**config.mk**
```make
export PLATFORM = sky130hd
export DESIGN_NAME = pkm_panel_ctrl
export DESIGN_NICKNAME = d
export VERILOG_FILES = /design/src/core/pkm_pkg.sv /design/src/core/pkm_panel_ctrl.sv
export SDC_FILE = /design/constraint.sdc
export NUM_CORES = 1
export LEC_CHECK = 0
export ABC_AREA = 1
export BUFFER_PORTS_ARGS = -buffer_cell sky130_fd_sc_hd__buf_4
export CAP_MARGIN = 20
export CORE_ASPECT_RATIO = 2
export CORE_MARGIN = 2
export CORE_UTILIZATION = 61
export CTS_CLUSTER_SIZE = 20
export DETAILED_ROUTE_END_ITERATION = 8
export GPL_TIMING_DRIVEN = 0
export PLACE_DENSITY = 0.82
export SKIP_LAST_GASP = 1
export SLEW_MARGIN = 40
export SYNTH_ARGS = -nofsm -noshare
export SYNTH_HDL_FRONTEND = slang
export SYNTH_SLANG_ARGS = --single-unit
```
**constraint.sdc**
```tcl
create_clock -name clk_sys -period 4.2 [get_ports clk_sys]
set_clock_uncertainty 0.1 [all_clocks]
set_input_delay 0.42 -clock clk_sys [delete_from_list [all_inputs] [get_ports clk_sys]]
set_output_delay 0.42 -clock clk_sys [all_outputs]
set_load 0.03 [all_outputs]
```
**src/core/pkm_pkg.sv**
```systemverilog
//
// How it works
// - Form feed acts only offline with data and ready lit; otherwise ignored.
// - Alarm-clear returns to ready, turns alarm off, blanks the message.
// - Test key: once page A, twice font list, hold runs page B repeatedly.
// - Several test presses in a row stop the test and show test-stopped.
// - Reset clears page memory, reloads settings; held over 10 s enters control mode.
// - Menu key enters setup menu and remaps dual-labelled keys to navigation.
// - Duplex key toggles sides only with the output selector facedown.
// - Host has no path to change simplex or duplex; only the key.
// - Feeder key steps auto, lower, upper, manual, option with indicator and text.
// - Manual feed offered only in simplex test mode, skipped otherwise.
// - Option feed offered only with envelope feeder, faceup and simplex.
// - Down goes setup to feature to value; ignored at value level.
// - Up goes value to feature to setup, stopping at offline ready.
// - Left and right scroll entries, wrapping after the last available one; offset values stop at 0.0 and 10.
// - Selected entry shown left-justified with cursor, updated on each scroll.
// - Enter commits the selected value and marks it current with equals.
// - Feeder menu value has the same effect as the feeder key.
// - Auto feed picks a cassette and lights it; size mismatch raises error.
// - Manual feed prompts; paper sensed engages feed clutch to registration.
// - Offset steps by 0.5 per key press, each step 15 dots.
// - Offset limited from 0.0 (sheet centre) up to 10.
// - X offset moves beam start; Y offset moves registration clutch timing.
// - Keys disabled while online are ignored and sound the beeper.
package pkm_pkg;

	// ************************************************************
	// Timing
	// ************************************************************
	localparam int unsigned CLK_HZ        = 100_000_000;
	localparam int unsigned DEBOUNCE_MS   = 10;
	localparam int unsigned RESET_HOLD_S  = 10;
	localparam int unsigned TEST_HOLD_MS  = 1000;
	localparam int unsigned MULTI_WIN_MS  = 500;
	localparam int unsigned DEBOUNCE_CYC  = DEBOUNCE_MS * (CLK_HZ / 1000);
	localparam int unsigned RESET_HOLD_CYC = RESET_HOLD_S * CLK_HZ;
	localparam int unsigned TEST_HOLD_CYC = TEST_HOLD_MS * (CLK_HZ / 1000);
	localparam int unsigned MULTI_WIN_CYC = MULTI_WIN_MS * (CLK_HZ / 1000);

	// ************************************************************
	// Keys and settings
	// ************************************************************
	localparam int NUM_KEYS     = 7;
	localparam int KEY_FORMFEED = 0;
	localparam int KEY_ALARM    = 1;
	localparam int KEY_TEST     = 2;
	localparam int KEY_RESET    = 3;
	localparam int KEY_MENU     = 4;
	localparam int KEY_DUPLEX   = 5;
	localparam int KEY_FEEDER   = 6;
	localparam logic [4:0] OFFSET_MAX    = 5'h14; // 10.0 in half steps
	localparam logic [4:0] OFFSET_RST    = 5'h00;
	localparam logic [8:0] DOTS_PER_STEP = 9'h00f;

	// ************************************************************
	// Register map
	// ************************************************************
	localparam logic [7:0] REG_CTRL   = 8'h00;
	localparam logic [7:0] REG_STATUS = 8'h04;
	localparam logic [7:0] REG_OFFSET = 8'h08;
	localparam logic [1:0] CTRL_RST   = 2'h0;

	typedef enum logic [1:0] {LV_OFFLINE, LV_SETUP, LV_FEATURE, LV_VALUE} pkm_level_t;
	typedef enum logic [2:0] {FD_AUTO, FD_LOWER, FD_UPPER, FD_MANUAL, FD_OPTION} pkm_feed_t;
	typedef enum logic [2:0] {MS_READY, MS_BLANK, MS_TEST_STOP, MS_FEEDER,
		MS_LOAD_MANUAL, MS_SIZE_ERR} pkm_msg_t;
	typedef enum logic [1:0] {TS_IDLE, TS_COUNT, TS_RUN} pkm_test_t;

	// Next offered feed source, skipping choices the configuration hides
	function automatic pkm_feed_t pkmNextFeed(input pkm_feed_t cur, input logic fwd,
		input logic manOk, input logic optOk);
		logic [2:0] c;
		logic       found;
		c = cur;
		found = 1'b0;
		for (int i = 0; i < 5; i++) begin
			if (!found) begin
				c = fwd ? ((c == 3'h4) ? 3'h0 : c + 3'h1) : ((c == 3'h0) ? 3'h4 : c - 3'h1);
				found = !((c == 3'h3 && !manOk) || (c == 3'h4 && !optOk));
			end
		end
		return pkm_feed_t'(c);
	endfunction

endpackage

```
**src/core/pkm_panel_ctrl.sv**
```systemverilog
`timescale 1ns/100ps
`default_nettype none
module pkm_panel_ctrl #(
	parameter int unsigned DEBOUNCE_CYC   = pkm_pkg::DEBOUNCE_CYC,
	parameter int unsigned RESET_HOLD_CYC = pkm_pkg::RESET_HOLD_CYC,
	parameter int unsigned TEST_HOLD_CYC  = pkm_pkg::TEST_HOLD_CYC,
	parameter int unsigned MULTI_WIN_CYC  = pkm_pkg::MULTI_WIN_CYC
) (
	input  wire logic                     clk_sys,
	input  wire logic                     srst,
	input  wire logic                     psel,
	input  wire logic                     penable,
	input  wire logic                     pwrite,
	input  wire logic [7:0]               paddr,
	input  wire logic [31:0]              pwdata,
	output logic [31:0]                   prdata,
	output logic                          pready,
	output logic                          pslverr,
	input  wire logic [pkm_pkg::NUM_KEYS-1:0] keyRaw,
	input  wire logic                     dataLed,
	input  wire logic                     readyLed,
	input  wire logic                     facedownSel,
	input  wire logic                     faceupSel,
	input  wire logic                     envFeederPresent,
	input  wire logic                     sizeMismatch,
	input  wire logic                     upperHasPaper,
	input  wire logic                     manualPaper,
	output logic                          beep,
	output logic                          formFeedGo,
	output logic                          alarmClear,
	output logic                          testPageA,
	output logic                          fontList,
	output logic                          testBRun,
	output logic                          pageMemClear,
	output logic                          loadStored,
	output logic                          ctrlRepMode,
	output logic                          duplexOn,
	output pkm_pkg::pkm_feed_t            feedSrc,
	output logic [3:0]                    feedLed,
	output logic                          cassetteUpper,
	output logic                          sizeError,
	output logic                          feedClutch,
	output logic [8:0]                    hBeamStart,
	output logic [8:0]                    vClutchDelay,
	output pkm_pkg::pkm_level_t           dispLevel,
	output logic [4:0]                    dispSelect,
	output logic                          dispIsCurrent,
	output pkm_pkg::pkm_msg_t             dispMsg
);
	import pkm_pkg::*;

	localparam int DEB_W = $clog2(DEBOUNCE_CYC + 1);

	// Elaboration check on counts
	if (DEBOUNCE_CYC < 1 || RESET_HOLD_CYC < 1 || MULTI_WIN_CYC < 1 ||
		TEST_HOLD_CYC <= MULTI_WIN_CYC) begin : g_chk
		$error("pkm_panel_ctrl: count parameters out of range");
	end

	// ************************************************************
	// Key debounce
	// ************************************************************
	logic [NUM_KEYS-1:0] keyDown;
	logic [NUM_KEYS-1:0] keyPress;

	for (genvar k = 0; k < NUM_KEYS; k++) begin : g_deb
		logic [DEB_W-1:0] cnt_q;
		logic             stable_q;
		// Level must hold a full interval before it is believed
		always_ff @(posedge clk_sys) begin
			if (srst) begin
				cnt_q    <= '0;
				stable_q <= 1'b0;
			end else if (keyRaw[k] == stable_q) begin
				cnt_q <= '0;
			end else if (cnt_q == DEB_W'(DEBOUNCE_CYC - 1)) begin
				cnt_q    <= '0;
				stable_q <= keyRaw[k];
			end else begin
				cnt_q <= cnt_q + DEB_W'(1);
			end
		end
		assign keyDown[k]  = stable_q;
		assign keyPress[k] = keyRaw[k] && !stable_q && cnt_q == DEB_W'(DEBOUNCE_CYC - 1);
	end

	// ************************************************************
	// Key routing
	// ************************************************************
	logic       online_q;
	logic       simplexTest_q;
	pkm_level_t level_q;
	logic       inMenu, panelOk;
	logic       kEnter, kUp, kDown, kLeft, kRight;
	logic       manOk, optOk;

	assign inMenu  = level_q != LV_OFFLINE;
	assign panelOk = !online_q && !inMenu;
	// Dual-labelled keys become navigation keys inside the menu
	assign kEnter = keyPress[KEY_FORMFEED] && inMenu;
	assign kUp    = keyPress[KEY_ALARM] && inMenu;
	assign kDown  = keyPress[KEY_TEST] && inMenu;
	assign kLeft  = keyPress[KEY_DUPLEX] && inMenu;
	assign kRight = keyPress[KEY_FEEDER] && inMenu;
	assign manOk  = simplexTest_q;
	assign optOk  = envFeederPresent && faceupSel && !duplexOn;

	// ************************************************************
	// Menu navigation
	// ************************************************************
	logic setupIdx_q;
	logic featIdx_q;

	// Online forces the panel back to the ready level
	always_ff @(posedge clk_sys) begin
		if (srst || online_q) begin
			level_q    <= LV_OFFLINE;
			setupIdx_q <= 1'b0;
			featIdx_q  <= 1'b0;
		end else begin
			case (level_q)
				LV_OFFLINE: begin
					if (keyPress[KEY_MENU]) begin
						level_q <= LV_SETUP;
					end
				end
				LV_SETUP: begin
					if (kDown) begin
						level_q   <= LV_FEATURE;
						featIdx_q <= 1'b0;
					end else if (kUp) begin
						level_q <= LV_OFFLINE;
					end else if (kLeft || kRight) begin
						setupIdx_q <= !setupIdx_q;
					end
				end
				LV_FEATURE: begin
					if (kDown) begin
						level_q <= LV_VALUE;
					end else if (kUp) begin
						level_q <= LV_SETUP;
					end else if ((kLeft || kRight) && setupIdx_q) begin
						featIdx_q <= !featIdx_q;
					end
				end
				LV_VALUE: begin
					// Down is ignored here
					if (kUp) begin
						level_q <= LV_FEATURE;
					end
				end
				default: level_q <= LV_OFFLINE;
			endcase
		end
	end

	// ************************************************************
	// Pending values and active settings
	// ************************************************************
	pkm_feed_t  feed_q, pendFeed_q;
	logic [4:0] hShift_q, vShift_q, pendH_q, pendV_q;
	logic       atValue, offX, offY;

	assign atValue = level_q == LV_VALUE;
	assign offX    = setupIdx_q && !featIdx_q;
	assign offY    = setupIdx_q && featIdx_q;

	// Pending copy is loaded on the way into the value level
	always_ff @(posedge clk_sys) begin
		if (srst) begin
			pendFeed_q <= FD_AUTO;
			pendH_q    <= OFFSET_RST;
			pendV_q    <= OFFSET_RST;
		end else if ((level_q == LV_FEATURE && kDown) || keyPress[KEY_RESET]) begin
			pendFeed_q <= feed_q;
			pendH_q    <= hShift_q;
			pendV_q    <= vShift_q;
		end else if (atValue && (kLeft || kRight)) begin
			if (!setupIdx_q) begin
				pendFeed_q <= pkmNextFeed(pendFeed_q, kRight, manOk, optOk);
			end else if (kRight) begin
				// Saturate rather than wrap so the image never jumps
				if (offX && pendH_q != OFFSET_MAX) pendH_q <= pendH_q + 5'h01;
				if (offY && pendV_q != OFFSET_MAX) pendV_q <= pendV_q + 5'h01;
			end else begin
				if (offX && pendH_q != OFFSET_RST) pendH_q <= pendH_q - 5'h01;
				if (offY && pendV_q != OFFSET_RST) pendV_q <= pendV_q - 5'h01;
			end
		end
	end

	// Active settings: enter commits, feeder key steps directly
	always_ff @(posedge clk_sys) begin
		if (srst) begin
			feed_q   <= FD_AUTO;
			hShift_q <= OFFSET_RST;
			vShift_q <= OFFSET_RST;
		end else if (atValue && kEnter) begin
			if (!setupIdx_q) feed_q <= pendFeed_q;
			if (offX) hShift_q <= pendH_q;
			if (offY) vShift_q <= pendV_q;
		end else if (panelOk && keyPress[KEY_FEEDER]) begin
			feed_q <= pkmNextFeed(feed_q, 1'b1, manOk, optOk);
		end
	end
	assign feedSrc = feed_q;

	// Image shift in dots; beam start for X, clutch timing for Y
	always_ff @(posedge clk_sys) begin
		if (srst) begin
			hBeamStart   <= '0;
			vClutchDelay <= '0;
		end else begin
			hBeamStart   <= 9'(hShift_q) * DOTS_PER_STEP;
			vClutchDelay <= 9'(vShift_q) * DOTS_PER_STEP;
		end
	end

	// ************************************************************
	// Feed path
	// ************************************************************
	// Auto follows the cassette with paper; size check only in auto
	always_ff @(posedge clk_sys) begin
		if (srst) begin
			cassetteUpper <= 1'b0;
			sizeError     <= 1'b0;
			feedClutch    <= 1'b0;
			feedLed       <= 4'h0;
		end else begin
			cassetteUpper <= (feed_q == FD_AUTO) ? upperHasPaper : (feed_q == FD_UPPER);
			sizeError     <= (feed_q == FD_AUTO) && sizeMismatch;
			feedClutch    <= (feed_q == FD_MANUAL) && manualPaper;
			feedLed[0]    <= feed_q == FD_LOWER || (feed_q == FD_AUTO && !upperHasPaper);
			feedLed[1]    <= feed_q == FD_UPPER || (feed_q == FD_AUTO && upperHasPaper);
			feedLed[2]    <= feed_q == FD_MANUAL;
			feedLed[3]    <= feed_q == FD_OPTION;
		end
	end

	// ************************************************************
	// Offline keys
	// ************************************************************
	logic anyPress;
	assign anyPress = |(keyPress & ~(NUM_KEYS'(1) << KEY_ALARM));

	// One-cycle command pulses
	always_ff @(posedge clk_sys) begin
		if (srst) begin
			beep         <= 1'b0;
			formFeedGo   <= 1'b0;
			alarmClear   <= 1'b0;
			pageMemClear <= 1'b0;
			loadStored   <= 1'b0;
		end else begin
			beep         <= online_q && anyPress;
			formFeedGo   <= panelOk && keyPress[KEY_FORMFEED] && dataLed && readyLed;
			alarmClear   <= !inMenu && keyPress[KEY_ALARM];
			pageMemClear <= panelOk && keyPress[KEY_RESET];
			loadStored   <= panelOk && keyPress[KEY_RESET];
		end
	end

	// Duplex cannot be written over the bus, only toggled by this key
	always_ff @(posedge clk_sys) begin
		if (srst) begin
			duplexOn <= 1'b0;
		end else if (panelOk && keyPress[KEY_DUPLEX] && facedownSel) begin
			duplexOn <= !duplexOn;
		end
	end

	// Reset key hold timer, separate from all other keys
	logic [31:0] rstHold_q;
	always_ff @(posedge clk_sys) begin
		if (srst) begin
			rstHold_q   <= '0;
			ctrlRepMode <= 1'b0;
		end else if (!keyDown[KEY_RESET] || !panelOk) begin
			rstHold_q <= '0;
		end else if (rstHold_q == RESET_HOLD_CYC) begin
			ctrlRepMode <= 1'b1;
		end else begin
			rstHold_q <= rstHold_q + 32'h1;
		end
	end

	// ************************************************************
	// Test key decoder
	// ************************************************************
	pkm_test_t   tst_q;
	logic [1:0]  tstCnt_q;
	logic [31:0] tstTmr_q;
	logic        fromRun_q;
	logic        tPress, testStopEvt;

	// A press on the window's last cycle keeps counting, so it is no stop
	assign tPress      = panelOk && keyPress[KEY_TEST];
	assign testStopEvt = tst_q == TS_COUNT && !keyDown[KEY_TEST] && !tPress &&
		tstTmr_q >= MULTI_WIN_CYC - 1 && (fromRun_q ? tstCnt_q >= 2'h2 : tstCnt_q == 2'h3);

	// Presses are counted inside a window; a long first hold means run
	always_ff @(posedge clk_sys) begin
		if (srst) begin
			tst_q     <= TS_IDLE;
			tstCnt_q  <= 2'h0;
			tstTmr_q  <= '0;
			fromRun_q <= 1'b0;
			testPageA <= 1'b0;
			fontList  <= 1'b0;
		end else begin
			testPageA <= 1'b0;
			fontList  <= 1'b0;
			case (tst_q)
				TS_IDLE, TS_RUN: begin
					if (tPress) begin
						fromRun_q <= tst_q == TS_RUN;
						tst_q     <= TS_COUNT;
						tstCnt_q  <= 2'h1;
						tstTmr_q  <= '0;
					end
				end
				TS_COUNT: begin
					tstTmr_q <= tstTmr_q + 32'h1;
					if (tPress) begin
						tstTmr_q <= '0;
						if (tstCnt_q != 2'h3) tstCnt_q <= tstCnt_q + 2'h1;
					end else if (keyDown[KEY_TEST] && !fromRun_q && tstCnt_q == 2'h1 &&
						tstTmr_q >= TEST_HOLD_CYC - 1) begin
						tst_q <= TS_RUN;
					end else if (!keyDown[KEY_TEST] && tstTmr_q >= MULTI_WIN_CYC - 1) begin
						tst_q     <= TS_IDLE;
						testPageA <= !fromRun_q && tstCnt_q == 2'h1;
						fontList  <= !fromRun_q && tstCnt_q == 2'h2;
					end
				end
				default: tst_q <= TS_IDLE;
			endcase
		end
	end
	assign testBRun = tst_q == TS_RUN;

	// ************************************************************
	// Display
	// ************************************************************
	logic feedChanged;
	assign feedChanged = panelOk && keyPress[KEY_FEEDER];

	// Text always sits left-justified with the cursor in column zero
	always_ff @(posedge clk_sys) begin
		if (srst) begin
			dispLevel     <= LV_OFFLINE;
			dispSelect    <= '0;
			dispIsCurrent <= 1'b0;
		end else begin
			dispLevel <= level_q;
			case (level_q)
				LV_SETUP:   dispSelect <= {4'h0, setupIdx_q};
				LV_FEATURE: dispSelect <= {4'h0, featIdx_q};
				LV_VALUE:   dispSelect <= !setupIdx_q ? {2'h0, pendFeed_q} :
					(featIdx_q ? pendV_q : pendH_q);
				default:    dispSelect <= '0;
			endcase
			dispIsCurrent <= atValue && (!setupIdx_q ? pendFeed_q == feed_q :
				(featIdx_q ? pendV_q == vShift_q : pendH_q == hShift_q));
		end
	end

	// Events win; standing conditions fill in otherwise
	always_ff @(posedge clk_sys) begin
		if (srst) begin
			dispMsg <= MS_READY;
		end else if (!inMenu && keyPress[KEY_ALARM]) begin
			dispMsg <= MS_BLANK;
		end else if (testStopEvt) begin
			dispMsg <= MS_TEST_STOP;
		end else if (feedChanged) begin
			dispMsg <= MS_FEEDER;
		end else if (sizeError) begin
			dispMsg <= MS_SIZE_ERR;
		end else if (feed_q == FD_MANUAL && !manualPaper) begin
			dispMsg <= MS_LOAD_MANUAL;
		end else if (dispMsg == MS_SIZE_ERR || dispMsg == MS_LOAD_MANUAL) begin
			dispMsg <= MS_READY;
		end
	end

	// ************************************************************
	// APB slave
	// ************************************************************
	logic setupPh, wrAcc, mapped;
	assign setupPh = psel && !penable;
	assign wrAcc   = psel && penable && pwrite;
	assign mapped  = paddr == REG_CTRL || paddr == REG_STATUS || paddr == REG_OFFSET;
	assign pready  = 1'b1;

	// Read data captured in setup so it comes from a flop
	always_ff @(posedge clk_sys) begin
		if (srst) begin
			prdata  <= '0;
			pslverr <= 1'b0;
		end else if (setupPh) begin
			pslverr <= !mapped;
			case (paddr)
				REG_CTRL:   prdata <= {30'h0, simplexTest_q, online_q};
				REG_STATUS: prdata <= {23'h0, sizeError, ctrlRepMode, testBRun, duplexOn,
					feed_q, level_q};
				REG_OFFSET: prdata <= {19'h0, vShift_q, 3'h0, hShift_q};
				default:    prdata <= '0;
			endcase
		end
	end

	// Only mode bits are writable; duplex is deliberately absent
	always_ff @(posedge clk_sys) begin
		if (srst) begin
			{simplexTest_q, online_q} <= CTRL_RST;
		end else if (wrAcc && paddr == REG_CTRL) begin
			{simplexTest_q, online_q} <= pwdata[1:0];
		end
	end
endmodule // pkm_panel_ctrl
`default_nettype wire

```
Word level (Yosys, flattened, before mapping):

Cells that the tools add are included.

* logic and storage cells: 502
* output and inout port bits: 83
* register bits after elaboration: 325
* input bits: 60

* reduce and logical (&&, ||, !) cells: 180
* muxes and demuxes: 145
* equality and inequality tests: 79
* bitwise logic cells: 12
* order comparisons: 3
* $add $sub $neg: 29
* $mul: 2

Operators with widths (number)
* 3-bit 2-to-1 mux: 65
* 20-bit by 1-bit adder with 20-bit output, second input constant: 7
* 20-bit equality test, second input constant: 7
* 1-bit logical AND: 78
* 5-bit 2-to-1 mux: 14
* 32-bit by 1-bit adder with 32-bit output, second input constant: 2
* 32-bit 2-to-1 mux: 2
* 32-bit one-hot mux with 2 select lines: 1
* 3-bit equality test, second input constant: 20
* 1-bit 2-to-1 mux: 43
* 13-bit one-hot mux with 3 select lines: 1
* 32-bit by 30-bit equality test with 1-bit output, second input constant: 1
* 32-bit by 26-bit >= comparator with 1-bit output, second input constant: 1
* 32-bit by 27-bit >= comparator with 1-bit output, second input constant: 1
* 3-bit by 1-bit adder with 3-bit output, second input constant: 10
* 3-bit by 2-bit equality test with 1-bit output, second input constant: 10
* 1-bit zero test: 29
* 2-bit 2-to-1 mux: 14
* 2-bit AND reduction: 14
* 2-bit != test, second input constant: 11
* 3-bit OR reduction: 7
* 4-bit AND reduction: 5
* 3-bit zero test: 6
* 5-bit by 4-bit multiplier with 9-bit output, second input constant: 2
* 35 further kinds: 99

Logic depth before layout (Yosys ltp):

Gate-level depths: netlist (run 1).

* word-level depth: 42
* mapped depth: 33

Worst setup path before layout (run 1):

No wires, ideal clock.

* kind: reg-to-reg
* start point: register feed_q[0] (netlist: feedSrc[0])
* end point: register feed_q[1] (netlist: feedSrc[1])
* library setup time: 132 ps
* data required time: 3968 ps
* data arrival time: 3917 ps
* path slack: 51 ps
* cell stages (with the launch flop): 28
* cells stage by stage: dfxtp_1 inv_1 ha_1 nand2_2 nand2_1 inv_1 ha_1 ha_1 nand2_1 o21ai_4 inv_1 o21ai_0 inv_1 ha_1 inv_1 o21a_1 ha_1 nand2_1 nand2_1 inv_2 nor2_1 a21oi_1 inv_1 ha_1 o21ai_1 nand2_1 nand2_1 a21oi_1

* longest elaborated chain between the ends: 32
* elaborated cells between the ends (all ways): 72
* classes of those cells: add/sub: 5; eq/ne: 13; mux: 38; reduce/logical: 16

Ends and longest elaborated chain
* start, declared: RTL line pkm_panel_ctrl.sv:160 `pkm_feed_t feed_q, pendFeed_q;`
* start signal, assigned: RTL line pkm_panel_ctrl.sv:199 `if (!setupIdx_q) feed_q <= pendFeed_q;`
* start signal, assigned: RTL line pkm_panel_ctrl.sv:203 `feed_q <= pkmNextFeed(feed_q, 1'b1, manOk, optOk);`
* 3-bit by 1-bit adder with 3-bit output or 3-bit equality test (tied branches): RTL line pkm_pkg.sv:79 `c = fwd ? ((c == 3'h4) ? 3'h0 : c + 3'h1) : ((c == 3'h0) ? 3'h4 : c - 3'h1);`
* 3-bit 2-to-1 mux (*): RTL line pkm_pkg.sv:79
* branches (longest 27 deep; another with 3-bit by 1-bit adder with 3-bit output)
* 3-bit 2-to-1 mux (*): RTL line pkm_pkg.sv:78 `if (!found) begin`
* 3-bit 2-to-1 mux (*): RTL line pkm_panel_ctrl.sv:202 `end else if (panelOk && keyPress[KEY_FEEDER]) begin`
* 3-bit 2-to-1 mux (*): RTL line pkm_panel_ctrl.sv:198 `end else if (atValue && kEnter) begin`

Every way passes the cells marked *. The select of a mux whose other input is x is not followed.
A chain may end at the register's enable or synchronous reset.

Worst setup path after layout (run 1):

* start point: register feed_q[2] (netlist: feedSrc[2])
* end point: register feed_q[1] (netlist: feedSrc[1])

* longest elaborated chain between the ends: 32
* elaborated cells between the ends (all ways): 72
* classes of those cells: add/sub: 5; eq/ne: 13; mux: 38; reduce/logical: 16

Ends and longest elaborated chain (RTL line)
* 3-bit by 1-bit adder with 3-bit output or 3-bit equality test (tied branches): pkm_pkg.sv:79
* 3-bit 2-to-1 mux (*): pkm_pkg.sv:79
* branches (longest 27 deep; another with 3-bit by 1-bit adder with 3-bit output)
* 3-bit 2-to-1 mux (*): pkm_pkg.sv:78
* 3-bit 2-to-1 mux (*): pkm_panel_ctrl.sv:202
* 3-bit 2-to-1 mux (*): pkm_panel_ctrl.sv:198

Marked as above.

==> run summary, run 1 <==
slowest stage delay, CP: 420 ps
Clock Sinks: 306
share of the synthesized area in the top cell type: 36.65%
row count: 85
clock buffer depth: 3
pwr/cell area: 305.9 nW/µm²
vias after detailed routing: 16240
final std cell area, no fill: 18900 µm²
Post-Syn Instances: 2321
CP Max Fanout: 6
top_reg_cell synth: dfxtp_1
GRT Util Overall: 30.72%
port buffer count: 92
first-pass GRT wire length: 72640 µm
DR WL/cell: 15.71 µm
crit path kind: reg -> reg
NumNets Final: 2611
Antenna Nets Post-Route: 0
die area: 28820 µm²
CP most frequent cell: nand2_1
clock latency on the worst-skew pair: 580 ps
placer congestion estimate: 0.9719
worst vdd ir: 0.3029 mV
Slew @ Worst Pin: 935.1 ps
drt pass-1 iters: 5
EDFF count, synth: 0
post-synth top area cell: dfxtp_1
Avg Inst Size Synth: 7.200 µm²
outcome: finished clean
hold_ws: 39.26 ps
CTS tree: built
pin count of the biggest net entering global routing: 16
max_cap viols: 0
synthesis warning total: 0
Area Growth Syn to Fin: 13.12%
Antenna Cells: 0
Reg clk slew, reported paths: 70 ps
period utilization: 94.04%
asr flop ratio synth: 0%
layout cells sized above 1: 11.21%
Root Driver: clkbuf_16
Die W: 121.0 µm
DRT Wirelength: 44420 µm
Yosys reg bits: 306
CP startpoint kind: flop
area post-placement: 17910 µm²
Pwr Total: 0.005782 W
Slowest-stage cell, CP: dfxtp_2
Fmax achieved: 0.2532 GHz
commonest non-fill, non-tap cells in the layout: 385 x nand2_1, 342 x inv_1, 303 x dfxtp_1
Core Box Area: 26910 µm²
synth top area cells: dfxtp_1 37%, nand2_1 8.7%, inv_1 7.7%
Period minus WS final: 3950 ps
initial antenna violation count: 0
commonest non-fill, non-tap cell in the layout: nand2_1
number of global-route vias before repair: 15880
Slew Viols, Final: 0
GRT overflow: 0
# Post-CTS Setup Buffers: 0
Pleak: 7.382 nW
RSZ-0062 raised after global routing: no
number of fill cells: 2271
Inserted Clock Buffers: 28
min-delay worst type: in -> reg
sequential area share after synthesis: 36.65%
Post-Syn Area: 16710 µm²
Yosys cell types: 63
Final Setup Violations: 0
H-tree levels: 1
drc violations: 0
Initial Util: 62.11%
initial detailed-routing violation count: 898
crit path capture type: flop
final core area utilization: 70.26%
Slew headroom: 37.66%
Fin. Hold Viols: 0
vias per inst: 5.744
critical path data arrival time: 4280 ps
die height: 238.1 µm
hpwl dp: 34000 µm
# IOs: 143
critical path required time: 4530 ps
==> sequential cells by signal (all words and copies together) (netlist names), 3 cells and up <==
name and cells:
g_deb.cnt_q 140, rstHold_q 32, tstTmr_q 32, prdata 13, hBeamStart 9, vClutchDelay 9
g_deb.stable_q 7, dispSelect 5, hShift_q 5, pendH_q 5, pendV_q 5, vShift_q 5
feedLed 4, dispMsg 3, feedSrc 3, pendFeed_q 3
==> layer usage <==
| layer | vias to the layer above | part of all wire (%) | global-route usage, % |
|---|---|---|---|
| met2 | 548 | 53 | 57.87 |
| met5 | - | 0 | 0 |
| met4 | 0 | 7.9 | 22.83 |
| li1 | 7959 | - | - |
| met3 | 226 | 5.0 | 4.780 |
| met1 | 7505 | 34 | 28.99 |
==> power by group <==
group          switching (W)  internal (W)  leakage, nW  total (W)
Combinational       0.000155     0.0000718         4.46   0.000227
Clock                0.00112       0.00151        0.454    0.00263
Sequential        0.00000829       0.00291         2.47    0.00292
==> repair_timing <==
| action | CTS | global route |
|---|---|---|
| gates cloned | 0 | 0 |
| hold buffers | 3 | 0 |
| gates resized for setup | 5 | 12 |
| endpoints found under the hold margin | 2 | 0 |
| setup endpoints to repair | 3 | 3 |
==> cells in the mapped netlist, drive strengths merged, types with 17 or more instances <==
master,n
nor4,42
nor3,99
a21oi,189
o21ai,138
nand4,60
clkbuf,30
inv,360
nor3b,24
nor2,267
o21a,17
ha,71
a31oi,17
dfxtp,306
nand3,111
xor2,21
buf,31
nand2,412
==> metrics by stage <==
stage | worst slack, ps | TNS, ps | std cells
finish | 250.2 | 0 | 2827
global route | 10.01 | 0 | 2827
CTS | 2.028 | 0 | 2827
detailed placement | -386.1 | -1068 | 2779
global placement | -208.6 | -485.6 | 2779
floorplan | 50.56 | 0 | 2339
==> logic make-up (layout without fill, tap and decap cells) <==
family	count (synthesis)	count (layout)	share of synthesized area (%)
simple gates	1037	1037	29.51
fa+ha+maj	87	87	7.232
other cells	2	20	0.04494
xor+xnor	27	27	1.415
compound gates	436	436	15.04
buf+inv	426	566	10.11
flops	306	306	36.65
==> final cells by class <==
cell class                      instances  area [µm²]  area share (%)
Clock buffer                           35       757.0           4.004
Multi-Input combinational cell       1607        9004           47.63
Timing Repair Buffer                   95       720.7           3.812
Clock inverter                         10       161.4          0.8538
Inverter                              365        1375           7.274
Sequential cell                       306        6132           32.44
Buffer                                 61       319.1           1.688
Tap cell                              348       435.4           2.303
==> worst paths after layout <==
check,depth (start not counted),from,slack (ps),end
max,28,feedSrc[2]$_SDFFE_PP0P_,250,feedSrc[1]$_SDFFE_PP0P_
min,3,manualPaper,40,feedClutch$_SDFF_PP0_
max reg2reg,28,feedSrc[2]$_SDFFE_PP0P_,250,feedSrc[1]$_SDFFE_PP0P_
min reg2reg,1,g_deb[4].cnt_q[0]$_SDFF_PP0_,350,g_deb[4].cnt_q[0]$_SDFF_PP0_
==> critical path: cells and delay by family, from the launching register on <==
| kind | cells | cell delay [ps] |
|---|---|---|
| compound gates | 5 | 560 |
| fa+ha+maj | 5 | 1220 |
| buf+inv | 6 | 570 |
| flops | 1 | 420 |
| simple gates | 12 | 940 |
Power figures use the tool's default switching activity.
==> run 2, diff against run 1 <==
- CORE_ASPECT_RATIO: 2 -> 1.25
- CORE_MARGIN: 2 -> 8
==> run summary, run 2 (synthesis gave the netlist of run 1 again) <==
Slew headroom: 43.10%
CP Max Fanout: 6
min-delay worst type: in -> reg
number of global-route vias before repair: 15440
commonest non-fill, non-tap cell in the layout: nand2_1
hold endpoint: sizeError$_SDFF_PP0_
area post-placement: 17910 µm²
period utilization: 93.33%
Die W: 164.0 µm
Inserted Clock Buffers: 34
port buffer count: 92
first-pass GRT wire length: 70780 µm
crit path capture type: flop
Pleak: 7.522 nW
crit path kind: reg -> reg
commonest non-fill, non-tap cells in the layout: 386 x nand2_1, 342 x inv_1, 303 x dfxtp_1
vias per inst: 5.666
setup TNS: 0 ps
Core Box Area: 26910 µm²
die area: 32980 µm²
clock buffer depth: 3
Cells on Worst Hold Path: 3
GRT overflow: 0
Slew Viols, Final: 0
hold_sp: sizeMismatch
final std cell area, no fill: 19180 µm²
Reg clk slew, reported paths: 60 ps
Fmax achieved: 0.2551 GHz
placed insts: 2776
vias after detailed routing: 16090
busiest layer in global routing: met2
slowest stage delay, CP: 410 ps
worst vdd ir: 0.3340 mV
largest register by flop count: g_deb.cnt_q
NumNets Final: 2617
Final Setup Violations: 0
GRT Util Overall: 25.40%
Clock Sinks: 306
hpwl dp: 32470 µm
initial detailed-routing violation count: 1191
Slew @ Worst Pin: 853.5 ps
layout cells sized above 1: 11.86%
GRT met1 Usage: 28.06%
H-tree levels: 2
largest registers: g_deb.cnt_q (140), rstHold_q (32), tstTmr_q (32)
R2R depth: 29
die height: 201.1 µm
Root Driver: clkbuf_16
pin count of the biggest net entering global routing: 15
outcome: finished clean
Area Growth Syn to Fin: 14.79%
placer congestion estimate: 0.9626
met3 Track Usage GR: 3.426%
drc violations: 0
fin cells: 2840
Initial Util: 62.11%
Slowest-stage cell, CP: dfxtp_4
critical path data arrival time: 4180 ps
CP most frequent cell: nand2_1
Fin. Hold Viols: 0
CTS tree: built
row count: 67
critical path required time: 4460 ps
max_cap viols: 0
DRT Wirelength: 43130 µm
# IOs: 143
Antenna Nets Post-Route: 0
clock latency on the worst-skew pair: 500 ps
FF-to-FF Start: feedSrc[1]$_SDFFE_PP0P_
Global Route met2 Usage: 46.53%
drt pass-1 iters: 7
Period minus WS final: 3920 ps
Crit Reg-Reg Endpoint: feedSrc[1]$_SDFFE_PP0P_
FF-to-FF setup slack: 280 ps
CP startpoint kind: flop
max reg flops: 140
pwr/cell area: 326.0 nW/µm²
DR WL/cell: 15.19 µm
Antenna Cells: 0
initial antenna violation count: 0
==> run 2: cell types whose count changed in the layout (fill, tap and decap cells not counted), sizes merged <==
| cell | before | now |
|---|---|---|
| buf | 123 | 126 |
| clkbuf | 65 | 80 |
| clkinvlp | 0 | 3 |
| dlygate4sd3 | 3 | 0 |
| inv | 360 | 359 |
| bufinv | 4 | 3 |
==> run 2: power breakdown <==
| group | switching [W] | internal, W | total [W] |
|---|---|---|---|
| clock network | 0.00118 | 0.00193 | 0.00311 |
| logic | 0.000153 | 0.0000702 | 0.000223 |
| registers | 0.00000860 | 0.00291 | 0.00292 |
==> run 2: per-layer routing <==
| layer | up-vias | wire, µm |
|---|---|---|
| met4 | 0 | 2059 |
| met5 | - | 0 |
| met2 | 523 | 21910 |
| li1 | 7987 | - |
| met3 | 153 | 2503 |
| met1 | 7428 | 16660 |
==> run 2: worst max-delay path by stage <==
stage / from / to / slack (ps)
2_1_floorplan: feedSrc[0]$_SDFFE_PP0P_ / feedSrc[1]$_SDFFE_PP0P_ / 50
3_3_place_gp: feedSrc[0]$_SDFFE_PP0P_ / feedSrc[1]$_SDFFE_PP0P_ / -270
3_5_place_dp: feedSrc[0]$_SDFFE_PP0P_ / feedSrc[1]$_SDFFE_PP0P_ / -440
4_1_cts: feedSrc[0]$_SDFFE_PP0P_ / feedSrc[1]$_SDFFE_PP0P_ / 40
5_1_grt: feedSrc[0]$_SDFFE_PP0P_ / feedSrc[1]$_SDFFE_PP0P_ / -10
6_report: feedSrc[1]$_SDFFE_PP0P_ / feedSrc[1]$_SDFFE_PP0P_ / 280
==> run 2: layout make-up <==
type	instances	area, µm²
timing repair buffer	95	713.2
clock buffer	50	1055
tap	345	431.7
inverter	365	1381
fill	2240	7726
buffer	61	319.1
multi-input combinational	1607	9007
clock inverter	11	138.9
sequential	306	6137
==> run 2: repair_timing <==
action                                 4_1_cts  5_1_grt
setup endpoints to repair                    3        3
setup buffers                                0        3
cloned                                       0        0
pin swaps                                    0        1
hold buffers                                 0        0
endpoints found under the hold margin        0        0
resized for setup                            7       14
==> run 2: critical path, delay by kind of cell, from the launching register on <==
kind                       cells  cell delay (ps)
adders and majority gates      6             1200
and+or+nand+nor               12              950
AOI/OAI and AO/OA              5              680
buffers and inverters          6              450
DFF                            1              410
==> run 2: per-stage QoR <==
step / total power [W] / util (%) / hold WS (ps) / setup slack [ps]
2_1_floorplan: 0.003128 / - / 317.5 / 50.56
3_3_place_gp: 0.003202 / 66.53 / 326.9 / -273.2
3_5_place_dp: 0.003207 / 66.55 / 336.9 / -442.2
4_1_cts: 0.006297 / 71.02 / 43.46 / 35.28
5_1_grt: 0.006432 / 71.29 / 86.33 / -14.85
6_report: 0.006255 / 71.29 / 63.16 / 280.3
